`config.mk`:
```
export PLATFORM = sky130hd
export DESIGN_NAME = sar_adc_sequencer
export DESIGN_NICKNAME = d
export VERILOG_FILES = /design/src/sarseq_pkg.sv /design/src/sarseq_sync2.sv /design/src/sar_adc_sequencer.sv
export SDC_FILE = /design/constraint.sdc
export NUM_CORES = 1
export LEC_CHECK = 0
export ABC_CLOCK_PERIOD_IN_PS = 4100
export BUFFER_PORTS_ARGS = -buffer_cell sky130_fd_sc_hd__buf_2
export CORE_MARGIN = 2
export CORE_UTILIZATION = 55
export DETAILED_ROUTE_END_ITERATION = 16
export PLACE_DENSITY = 0.73
export SYNTH_ARGS = -nofsm -noshare
export SYNTH_HDL_FRONTEND = slang
export SYNTH_SLANG_ARGS = --single-unit
```
`constraint.sdc`:
```
create_clock -name clk_sys -period 4.1 [get_ports clk_sys]
set_input_delay 0.205 -clock clk_sys [delete_from_list [all_inputs] [get_ports clk_sys]]
set_output_delay 0.205 -clock clk_sys [all_outputs]
set_load 0.01 [all_outputs]
```
`src/sarseq_pkg.sv`:
```
package sarseq_pkg;

  // ------------------------------------------------------------
  // Register addresses
  // ------------------------------------------------------------
  localparam logic [15:0] ADDR_MODE       = 16'hFF80;  // converter_mode_reg
  localparam logic [15:0] ADDR_CHANNEL    = 16'hFF81;  // channel_select_reg
  localparam logic [15:0] ADDR_WIDE_LO    = 16'hFF18;  // wide_conversion_result, low byte
  localparam logic [15:0] ADDR_WIDE_HI    = 16'hFF19;  // wide_conversion_result, high byte
  localparam logic [15:0] ADDR_UPPER      = 16'hFF1A;  // upper_conversion_result
  localparam logic [15:0] ADDR_DIRECTION  = 16'hFF22;  // port2_direction
  localparam logic [15:0] ADDR_FUNC_SEL   = 16'hFF84;  // port2_function_select

  // ------------------------------------------------------------
  // Field positions
  // ------------------------------------------------------------
  localparam int RUN_BIT    = 7;   // conversion_run
  localparam int CMP_EN_BIT = 0;   // comparator_enable
  localparam int RES_BITS   = 10;

  // ------------------------------------------------------------
  // Reset values
  // ------------------------------------------------------------
  localparam logic [7:0] MODE_RST      = 8'h00;
  localparam logic [1:0] CHANNEL_RST   = 2'h0;
  localparam logic [3:0] DIRECTION_RST = 4'h0;
  localparam logic [3:0] FUNC_SEL_RST  = 4'h0;
  localparam logic [3:0] DIR_UPPER_RD  = 4'hF;

  // ------------------------------------------------------------
  // Timing
  // ------------------------------------------------------------
  localparam int SAMPLE_NS     = 1500;
  localparam int CLK_PERIOD_NS = 10;
  localparam int SAMPLE_CYC    = (SAMPLE_NS + CLK_PERIOD_NS - 1) / CLK_PERIOD_NS;
  localparam int STEP_CYC      = 4;  // Settling cycles per approximation step
  localparam logic [7:0] SAMPLE_LAST = 8'(SAMPLE_CYC - 1);
  localparam logic [7:0] STEP_LAST   = 8'(STEP_CYC - 1);

  // ------------------------------------------------------------
  // Sequencer states
  // ------------------------------------------------------------
  typedef enum logic [3:0] {
    SARSEQ_IDLE   = 4'b0001,
    SARSEQ_SAMPLE = 4'b0010,
    SARSEQ_STEP   = 4'b0100,
    SARSEQ_DONE   = 4'b1000
  } sarseq_state_t;

endpackage

```
`src/sarseq_sync2.sv`:
```
`timescale 1ns/1ps
// Two-stage synchroniser for one level
module sarseq_sync2 (
  input  wire logic clk_sys,
  input  wire logic sys_rst,
  input  wire logic din,
  output logic      dout
);

  typedef struct packed {
    logic s1;
    logic s2;
  } sarseq_sync_t;

  sarseq_sync_t st_q;
  sarseq_sync_t st_d;

  // First stage feeds only the second
  always_comb begin
    st_d    = st_q;
    st_d.s1 = din;
    st_d.s2 = st_q.s1;
  end

  always_ff @(posedge clk_sys or posedge sys_rst) begin
    if (sys_rst) begin
      st_q <= '0;
    end else begin
      st_q <= st_d;
    end
  end

  assign dout = st_q.s2;

endmodule

```
`src/sar_adc_sequencer.sv`:
```
`timescale 1ns/1ps
module sar_adc_sequencer (
  input  wire logic        clk_sys,
  input  wire logic        sys_rst,
  input  wire logic [15:0] bus_addr,
  input  wire logic [7:0]  bus_wdata,
  input  wire logic        bus_wr,
  input  wire logic        bus_rd,
  output logic      [7:0]  bus_rdata,
  input  wire logic        comparator_out,
  output logic      [9:0]  approximation_shift_reg,
  output logic             sample_enable,
  output logic      [1:0]  analog_channel,
  output logic             comparator_enable,
  output logic             conversion_done_irq,
  output logic      [3:0]  pin_output_enable,
  output logic      [3:0]  pin_analog_connect
);

  // ------------------------------------------------------------
  // State
  // ------------------------------------------------------------
  // Every flip-flop of the block outside the comparator synchroniser lives in this one struct.
  // Control fields: sequencer state and the four software registers.
  // Datapath fields: trial code, bit pointer and the shared timer.
  // Result fields: wide and upper copies plus a deferred-load slot.
  // Output fields: registered copies so each port leaves a flop.
  typedef struct packed {
    sarseq_pkg::sarseq_state_t fsm;
    logic [7:0]                mode;
    logic [1:0]                channel;
    logic [3:0]                direction;
    logic [3:0]                func_sel;
    logic [9:0]                sar;
    logic [3:0]                bit_idx;
    logic [7:0]                timer;
    logic [9:0]                wide;
    logic [7:0]                upper;
    logic                      load_pend;
    logic [9:0]                pend_val;
    logic                      irq;
    logic [7:0]                rdata;
    logic                      sample_en;
    logic [3:0]                oe;
    logic [3:0]                ana;
  } sarseq_st_t;

  sarseq_st_t st_q;
  sarseq_st_t st_d;

  // Comparator answer after the two-flop crossing
  logic       cmp_sync;

  // ------------------------------------------------------------
  // Comparator input crossing
  // ------------------------------------------------------------
  // The comparator decides on its own timing, so its answer is
  // synchronised before the sequencer looks at it.
  // This adds two cycles of lag; each step waits long enough
  // that the sampled answer belongs to the current trial code.
  sarseq_sync2 u_cmp_sync (
    .clk_sys (clk_sys),
    .sys_rst (sys_rst),
    .din     (comparator_out),
    .dout    (cmp_sync)
  );

  // Decoded bus events for this cycle
  logic wr_mode;
  logic wr_chan;
  logic rd_result;
  logic run;

  // Bus decode
  // Mode and channel writes both abort a running conversion.
  // A result read is any read of the three result addresses;
  // reads elsewhere never delay a result load.
  always_comb begin
    wr_mode   = bus_wr && (bus_addr == sarseq_pkg::ADDR_MODE);
    wr_chan   = bus_wr && (bus_addr == sarseq_pkg::ADDR_CHANNEL);
    rd_result = bus_rd && ((bus_addr == sarseq_pkg::ADDR_WIDE_LO) ||
                           (bus_addr == sarseq_pkg::ADDR_WIDE_HI) ||
                           (bus_addr == sarseq_pkg::ADDR_UPPER));
    run       = st_q.mode[sarseq_pkg::RUN_BIT];
  end

  // ------------------------------------------------------------
  // Next-state logic
  // ------------------------------------------------------------
  // One conversion, counted from the start edge:
  //   one cycle in idle while the run bit takes effect,
  //   the sampling window with the switch closed,
  //   ten steps of settle-then-compare, most significant bit first,
  //   one done cycle that hands the result over and restarts sampling.
  // The done pulse leaves the flop together with the loaded result unless a result read in the done cycle parks it.
  // Writes and clears of the run bit are applied last so they win
  // over whatever the sequencer wanted in the same cycle.
  always_comb begin
    st_d     = st_q;
    st_d.irq = 1'b0;

    // Register writes
    if (wr_mode) begin
      st_d.mode = bus_wdata;
    end
    if (wr_chan) begin
      st_d.channel = bus_wdata[1:0];
    end
    if (bus_wr && (bus_addr == sarseq_pkg::ADDR_DIRECTION)) begin
      st_d.direction = bus_wdata[3:0];
    end
    if (bus_wr && (bus_addr == sarseq_pkg::ADDR_FUNC_SEL)) begin
      st_d.func_sel = bus_wdata[3:0];
    end

    // Deferred result load after a colliding read
    // The bus keeps the old word for the whole read; the new one
    // lands in the first cycle with no result read.
    if (st_q.load_pend && !rd_result) begin
      st_d.wide      = st_q.pend_val;
      st_d.upper     = st_q.pend_val[9:2];
      st_d.load_pend = 1'b0;
    end

    // Sequencer
    // The timer is shared: it counts the sampling window first and
    // then the settling cycles of each approximation step.
    case (st_q.fsm)
      sarseq_pkg::SARSEQ_IDLE: begin
        // Wait here for the run bit; a mode or channel write this cycle delays the start
        st_d.sample_en = 1'b0;
        if (run && !wr_mode && !wr_chan) begin
          st_d.fsm       = sarseq_pkg::SARSEQ_SAMPLE;
          st_d.timer     = '0;
          st_d.sample_en = 1'b1;
        end
      end
      sarseq_pkg::SARSEQ_SAMPLE: begin
        // Opening the switch and the first trial code share one edge
        if (st_q.timer == sarseq_pkg::SAMPLE_LAST) begin
          st_d.sample_en = 1'b0;
          st_d.fsm       = sarseq_pkg::SARSEQ_STEP;
          st_d.sar       = 10'h200;
          st_d.bit_idx   = 4'h9;
          st_d.timer     = '0;
        end else begin
          st_d.timer = st_q.timer + 8'h01;
        end
      end
      sarseq_pkg::SARSEQ_STEP: begin
        if (st_q.timer == sarseq_pkg::STEP_LAST) begin
          st_d.timer = '0;
          // Keep the trial bit when input is at or above the tap
          // The next lower bit is set as the new trial on the same edge
          st_d.sar[st_q.bit_idx] = cmp_sync;
          if (st_q.bit_idx == 4'h0) begin
            st_d.fsm = sarseq_pkg::SARSEQ_DONE;
          end else begin
            st_d.bit_idx = st_q.bit_idx - 4'h1;
            st_d.sar[st_q.bit_idx - 4'h1] = 1'b1;
          end
        end else begin
          st_d.timer = st_q.timer + 8'h01;
        end
      end
      sarseq_pkg::SARSEQ_DONE: begin
        // A result read in this cycle parks the word instead
        st_d.irq = 1'b1;
        if (rd_result) begin
          st_d.load_pend = 1'b1;
          st_d.pend_val  = st_q.sar;
        end else begin
          st_d.wide  = st_q.sar;
          st_d.upper = st_q.sar[9:2];
        end
        st_d.fsm       = sarseq_pkg::SARSEQ_SAMPLE;
        st_d.timer     = '0;
        st_d.sample_en = 1'b1;
      end
      default: begin
        st_d.fsm = sarseq_pkg::SARSEQ_IDLE;
      end
    endcase

    // Mode or channel write aborts; a write in the done cycle wins over the load
    // Software may have changed the input or the timing under a running
    // conversion, so the half-built code is dropped and no pulse is sent.
    // Idle then restarts on its own if the run bit is still set.
    if (wr_mode || wr_chan) begin
      st_d.irq       = 1'b0;
      st_d.sample_en = 1'b0;
      st_d.fsm       = sarseq_pkg::SARSEQ_IDLE;
      if (st_q.fsm == sarseq_pkg::SARSEQ_DONE) begin
        st_d.wide      = st_q.wide;
        st_d.upper     = st_q.upper;
        st_d.load_pend = st_q.load_pend && rd_result;
      end
    end
    // Run cleared stops immediately
    // The trial code is left as it was; the result registers keep
    // the last complete conversion.
    if (!run && (st_q.fsm != sarseq_pkg::SARSEQ_IDLE)) begin
      st_d.fsm       = sarseq_pkg::SARSEQ_IDLE;
      st_d.sample_en = 1'b0;
      st_d.irq       = 1'b0;
    end

    // Pin control: analog select overrides port drive
    // Built from the next register values so the pins follow a
    // write on the same edge that stores it.
    st_d.ana = st_d.func_sel;
    st_d.oe  = ~st_d.direction & ~st_d.func_sel;

    // Read data
    // Data stands for the one cycle after the strobe and is zero
    // otherwise, so a missed strobe never shows stale data.
    st_d.rdata = 8'h00;
    if (bus_rd) begin
      case (bus_addr)
        sarseq_pkg::ADDR_MODE:      st_d.rdata = st_q.mode;
        sarseq_pkg::ADDR_CHANNEL:   st_d.rdata = {6'h00, st_q.channel};
        sarseq_pkg::ADDR_WIDE_LO:   st_d.rdata = st_q.wide[7:0];
        sarseq_pkg::ADDR_WIDE_HI:   st_d.rdata = {6'h00, st_q.wide[9:8]};
        sarseq_pkg::ADDR_UPPER:     st_d.rdata = st_q.upper;
        sarseq_pkg::ADDR_DIRECTION: st_d.rdata = {sarseq_pkg::DIR_UPPER_RD,
                                                  st_q.direction};
        sarseq_pkg::ADDR_FUNC_SEL:  st_d.rdata = {4'h0, st_q.func_sel};
        default:                    st_d.rdata = 8'h00;
      endcase
    end
  end

  // ------------------------------------------------------------
  // State register
  // ------------------------------------------------------------
  // Results, approximation and pending words are not cleared by reset
  // The control, pointer, timer, pending-flag and output fields get reset values; the data words hold
  // whatever they last had, which software must treat as undefined.
  // Reset is asynchronous so the pins reach their reset state, all four output-enabled, even with no clock.
  always_ff @(posedge clk_sys or posedge sys_rst) begin
    if (sys_rst) begin
      st_q.fsm       <= sarseq_pkg::SARSEQ_IDLE;
      st_q.mode      <= sarseq_pkg::MODE_RST;
      st_q.channel   <= sarseq_pkg::CHANNEL_RST;
      st_q.direction <= sarseq_pkg::DIRECTION_RST;
      st_q.func_sel  <= sarseq_pkg::FUNC_SEL_RST;
      st_q.bit_idx   <= 4'h0;
      st_q.timer     <= 8'h00;
      st_q.load_pend <= 1'b0;
      st_q.irq       <= 1'b0;
      st_q.rdata     <= 8'h00;
      st_q.sample_en <= 1'b0;
      st_q.oe        <= 4'hF;
      st_q.ana       <= 4'h0;
    end else begin
      // Result words have no reset value and simply follow their next value
      st_q <= st_d;
    end
  end

  // ------------------------------------------------------------
  // Outputs
  // ------------------------------------------------------------
  // Every port is a plain copy of a state field, so no output
  // glitches while the bus decode settles.
  // The trial code drives the tap selector directly.
  assign bus_rdata               = st_q.rdata;
  assign approximation_shift_reg = st_q.sar;
  assign sample_enable           = st_q.sample_en;
  assign analog_channel          = st_q.channel;
  assign comparator_enable       = st_q.mode[sarseq_pkg::CMP_EN_BIT];
  assign conversion_done_irq     = st_q.irq;
  assign pin_output_enable       = st_q.oe;
  assign pin_analog_connect      = st_q.ana;

endmodule

```
==> impl_metrics.yaml <==
worst_setup_path:
  cp_num_buf_inv: 1
  cp_data_arrival_time_ns: 2.70
  worstPathMaxFanout: 20
  startpoint: "st_q[90]$_DFFE_PP0P_"
  slowest_delay_ns: 0.82
  end_kind: "flip-flop"
  slowest_stage: "or4b_1"
  setup.worst_path.class: "flip-flop to flip-flop"
  r2r-start: "st_q[90]$_DFFE_PP0P_"
  cpLargestDelayFamily: "simple AND/OR/NAND/NOR gates"
  path_cells: "or4b_1 -> o21ai_1 -> nor3_1 -> buf_4"
  cp-start-kind: "flip-flop"
  required_ns: 4.21
grt:
  globalRouteOverflowTotal: 0
  antenna_found_initial: 0
  grt_pass1_vias: 3037
  gr-usage-all-layers_pct: 21.1
  grt_max_degree: 52
  grt_pass1_wl_mm: 15.0
drt:
  route.detailed.drc: 0
  drt-initial-drc-count: 167
  wire_per_inst_um: 16.7
  via_per_inst: 5.96
  drtPass1Iterations: 4
  vias: 3296
  antenna_left: 0
  drt_wl_total_mm: 9.22
timing:
  finalCritPeriodShare_pct: 63.3
  max_slew_margin_pct: 27.6
  setup_tns_ns: 0
  clock_skew_ns: 0.0106
  setup_slack_ns: 1.51
  setup_viol: 0
  rsz0062_at_grt: "no"
  min_period_ns: 2.59
  finalMaxSlewViolations: 0
  hold_slack_ns: 0.0755
  tightestPinTransition_ns: 1.08
  finalHoldViolCount: 0
  max_freq_ghz: 0.385
logic_synthesis:
  yosysUniqueCellTypes: 64
  synth.most_common_cell: "dfrtp_1"
  yosysTopAreaCell: "dfrtp_1"
  syn-cell-area_mm2: 0.00462
  synth_edf_count: 38
  synth-seq-area-share_pct: 52.4
  synthCells: 415
  yosys-top-cells-area: "dfrtp_1, edfxtp_1, mux2_2"
  synth_seq_cells: 89
  synthTopCellsByCount: "dfrtp_1, edfxtp_1, nor2_1"
  syn_area_per_cell_um2: 11.1
  synthFlopType: "dfrtp_1"
  synth_nets: 446
  synth-warning-count: 0
  synthArstFlopShare_pct: 57.3
  netlist.area_leader.share_pct: 24.9
hold_path:
  min_from: "bus_wdata[7]"
  hold_path.class: "input port to flip-flop"
pwr:
  p_total_mw: 1.53
  p_leak_nw: 2.04
  vdd.ir_drop.worst_mv: 0.169
  pwr_density_cell_mw_per_mm2: 309
placed_design:
  portBuffers: 59
  dp.cells: 536
  dp_slack_ns: 1.56
  hpwl_mm: 6.60
  place_area_mm2: 0.00478
  gp_congestion: 0.889
die:
  rows: 33
  die_x_um: 95.7
  io_pins: 60
  initial_core_util_pct: 56.6
  core-area_mm2: 0.00818
  die_area_mm2: 0.00916
  die_height_um: 95.7
finish:
  antennaDiodeCount: 0
  fin_util_pct: 60.5
  largest_register_ffs: 59
  nets: 474
  areaGrowthSynthToFinish_pct: 7.03
  fin_area_mm2: 0.00495
  nFillCells: 682
  fin_cells: 553
  drive_gt1_share_pct: 27.2
clock_tree:
  cts-root-buf: "clkbuf_8"
  cts_tree: "done"
  numClockSinks: 89
  clk_latency_ns: 0.35
  cts_max_level: 3
  clkTransAtPathRegs_ns: 0.09
  numCtsBuffers: 9
  postCtsResizedCells: 0
  cts_buffer_depth: 2
outcome:
  status: "complete, no violations"
run:
  cap_viol_max_count: 0
[cells in the final DEF, fill, tap and decap left out, drive strengths merged, types with 8 or more instances in the layout]
| cell | synthesis | routed |
|---|---|---|
| nand3 | 8 | 8 |
| dfrtp | 46 | 46 |
| o21ai | 26 | 26 |
| clkbuf | 12 | 13 |
| inv | 9 | 9 |
| nor2 | 33 | 33 |
| nand2 | 19 | 19 |
| mux2 | 26 | 26 |
| edfxtp | 38 | 38 |
| buf | 34 | 62 |
| nand3b | 9 | 9 |
| nor3 | 9 | 9 |
| a21oi | 29 | 29 |
| o21a | 17 | 17 |
[final timing paths]
path | cells past startpoint | to | slack, ns
setup / recovery | 4 | approximation_shift_reg[4]$_SDFFCE_PN0P_ | 1.51
hold / removal | 2 | run$_DFFE_PP0P_ | 0.08
setup reg to reg | 4 | approximation_shift_reg[4]$_SDFFCE_PN0P_ | 1.51
hold reg to reg | 0 | u_cmp_sync.dout$_DFF_PP0_ | 0.36
max in group asynchronous | 2 | bus_rdata[6]$_DFF_PP0_ | 3.29
min in group asynchronous | 2 | sample_enable$_DFFE_PP0P_ | 0.14
[per-layer routing]
metal / vias to the layer above / wire [um] / track usage (%)
met2: 92 / 4460 / 33.7
met1: 1601 / 4160 / 29.7
met5: - / 0 / 0
met4: 0 / 155 / 7.02
li1: 1588 / - / -
met3: 15 / 448 / 3.45
[cell families (layout without fill, tap and decap cells)]
logic type	Yosys count	count (layout)	synth area share, %
simple gates	125	125	15.9
mux	28	28	6.76
fa+ha+maj	2	2	0.541
xor+xnor	3	3	0.568
flops	89	89	52.4
buf+inv	55	88	7.01
compound gates	113	113	16.8
[where the power goes]
| part | internal (mW) | leakage [nW] | total, mW | switching [mW] |
|---|---|---|---|---|
| sequential | 0.940 | 1.01 | 0.946 | 0.00686 |
| combinational | 0.0301 | 0.948 | 0.0695 | 0.0394 |
| clock | 0.220 | 0.0774 | 0.514 | 0.294 |
[area by class of cell]
type | instances | area (um2) | share of cell area, %
Clock buffer | 13 | 139 | 2.81
Inverter | 9 | 33.8 | 0.683
Multi-Input combinational cell | 271 | 1880 | 37.9
Tap cell | 105 | 131 | 2.65
Sequential cell | 89 | 2420 | 49.0
Timing Repair Buffer | 63 | 328 | 6.62
Clock inverter | 3 | 17.5 | 0.354
[timing repair]
action	CTS	global route
setup endpoints to repair	0	0
hold endpoints to repair	1	0
setup buffers	0	0
hold buffers	1	0
(Power assumes the default switching activity.)
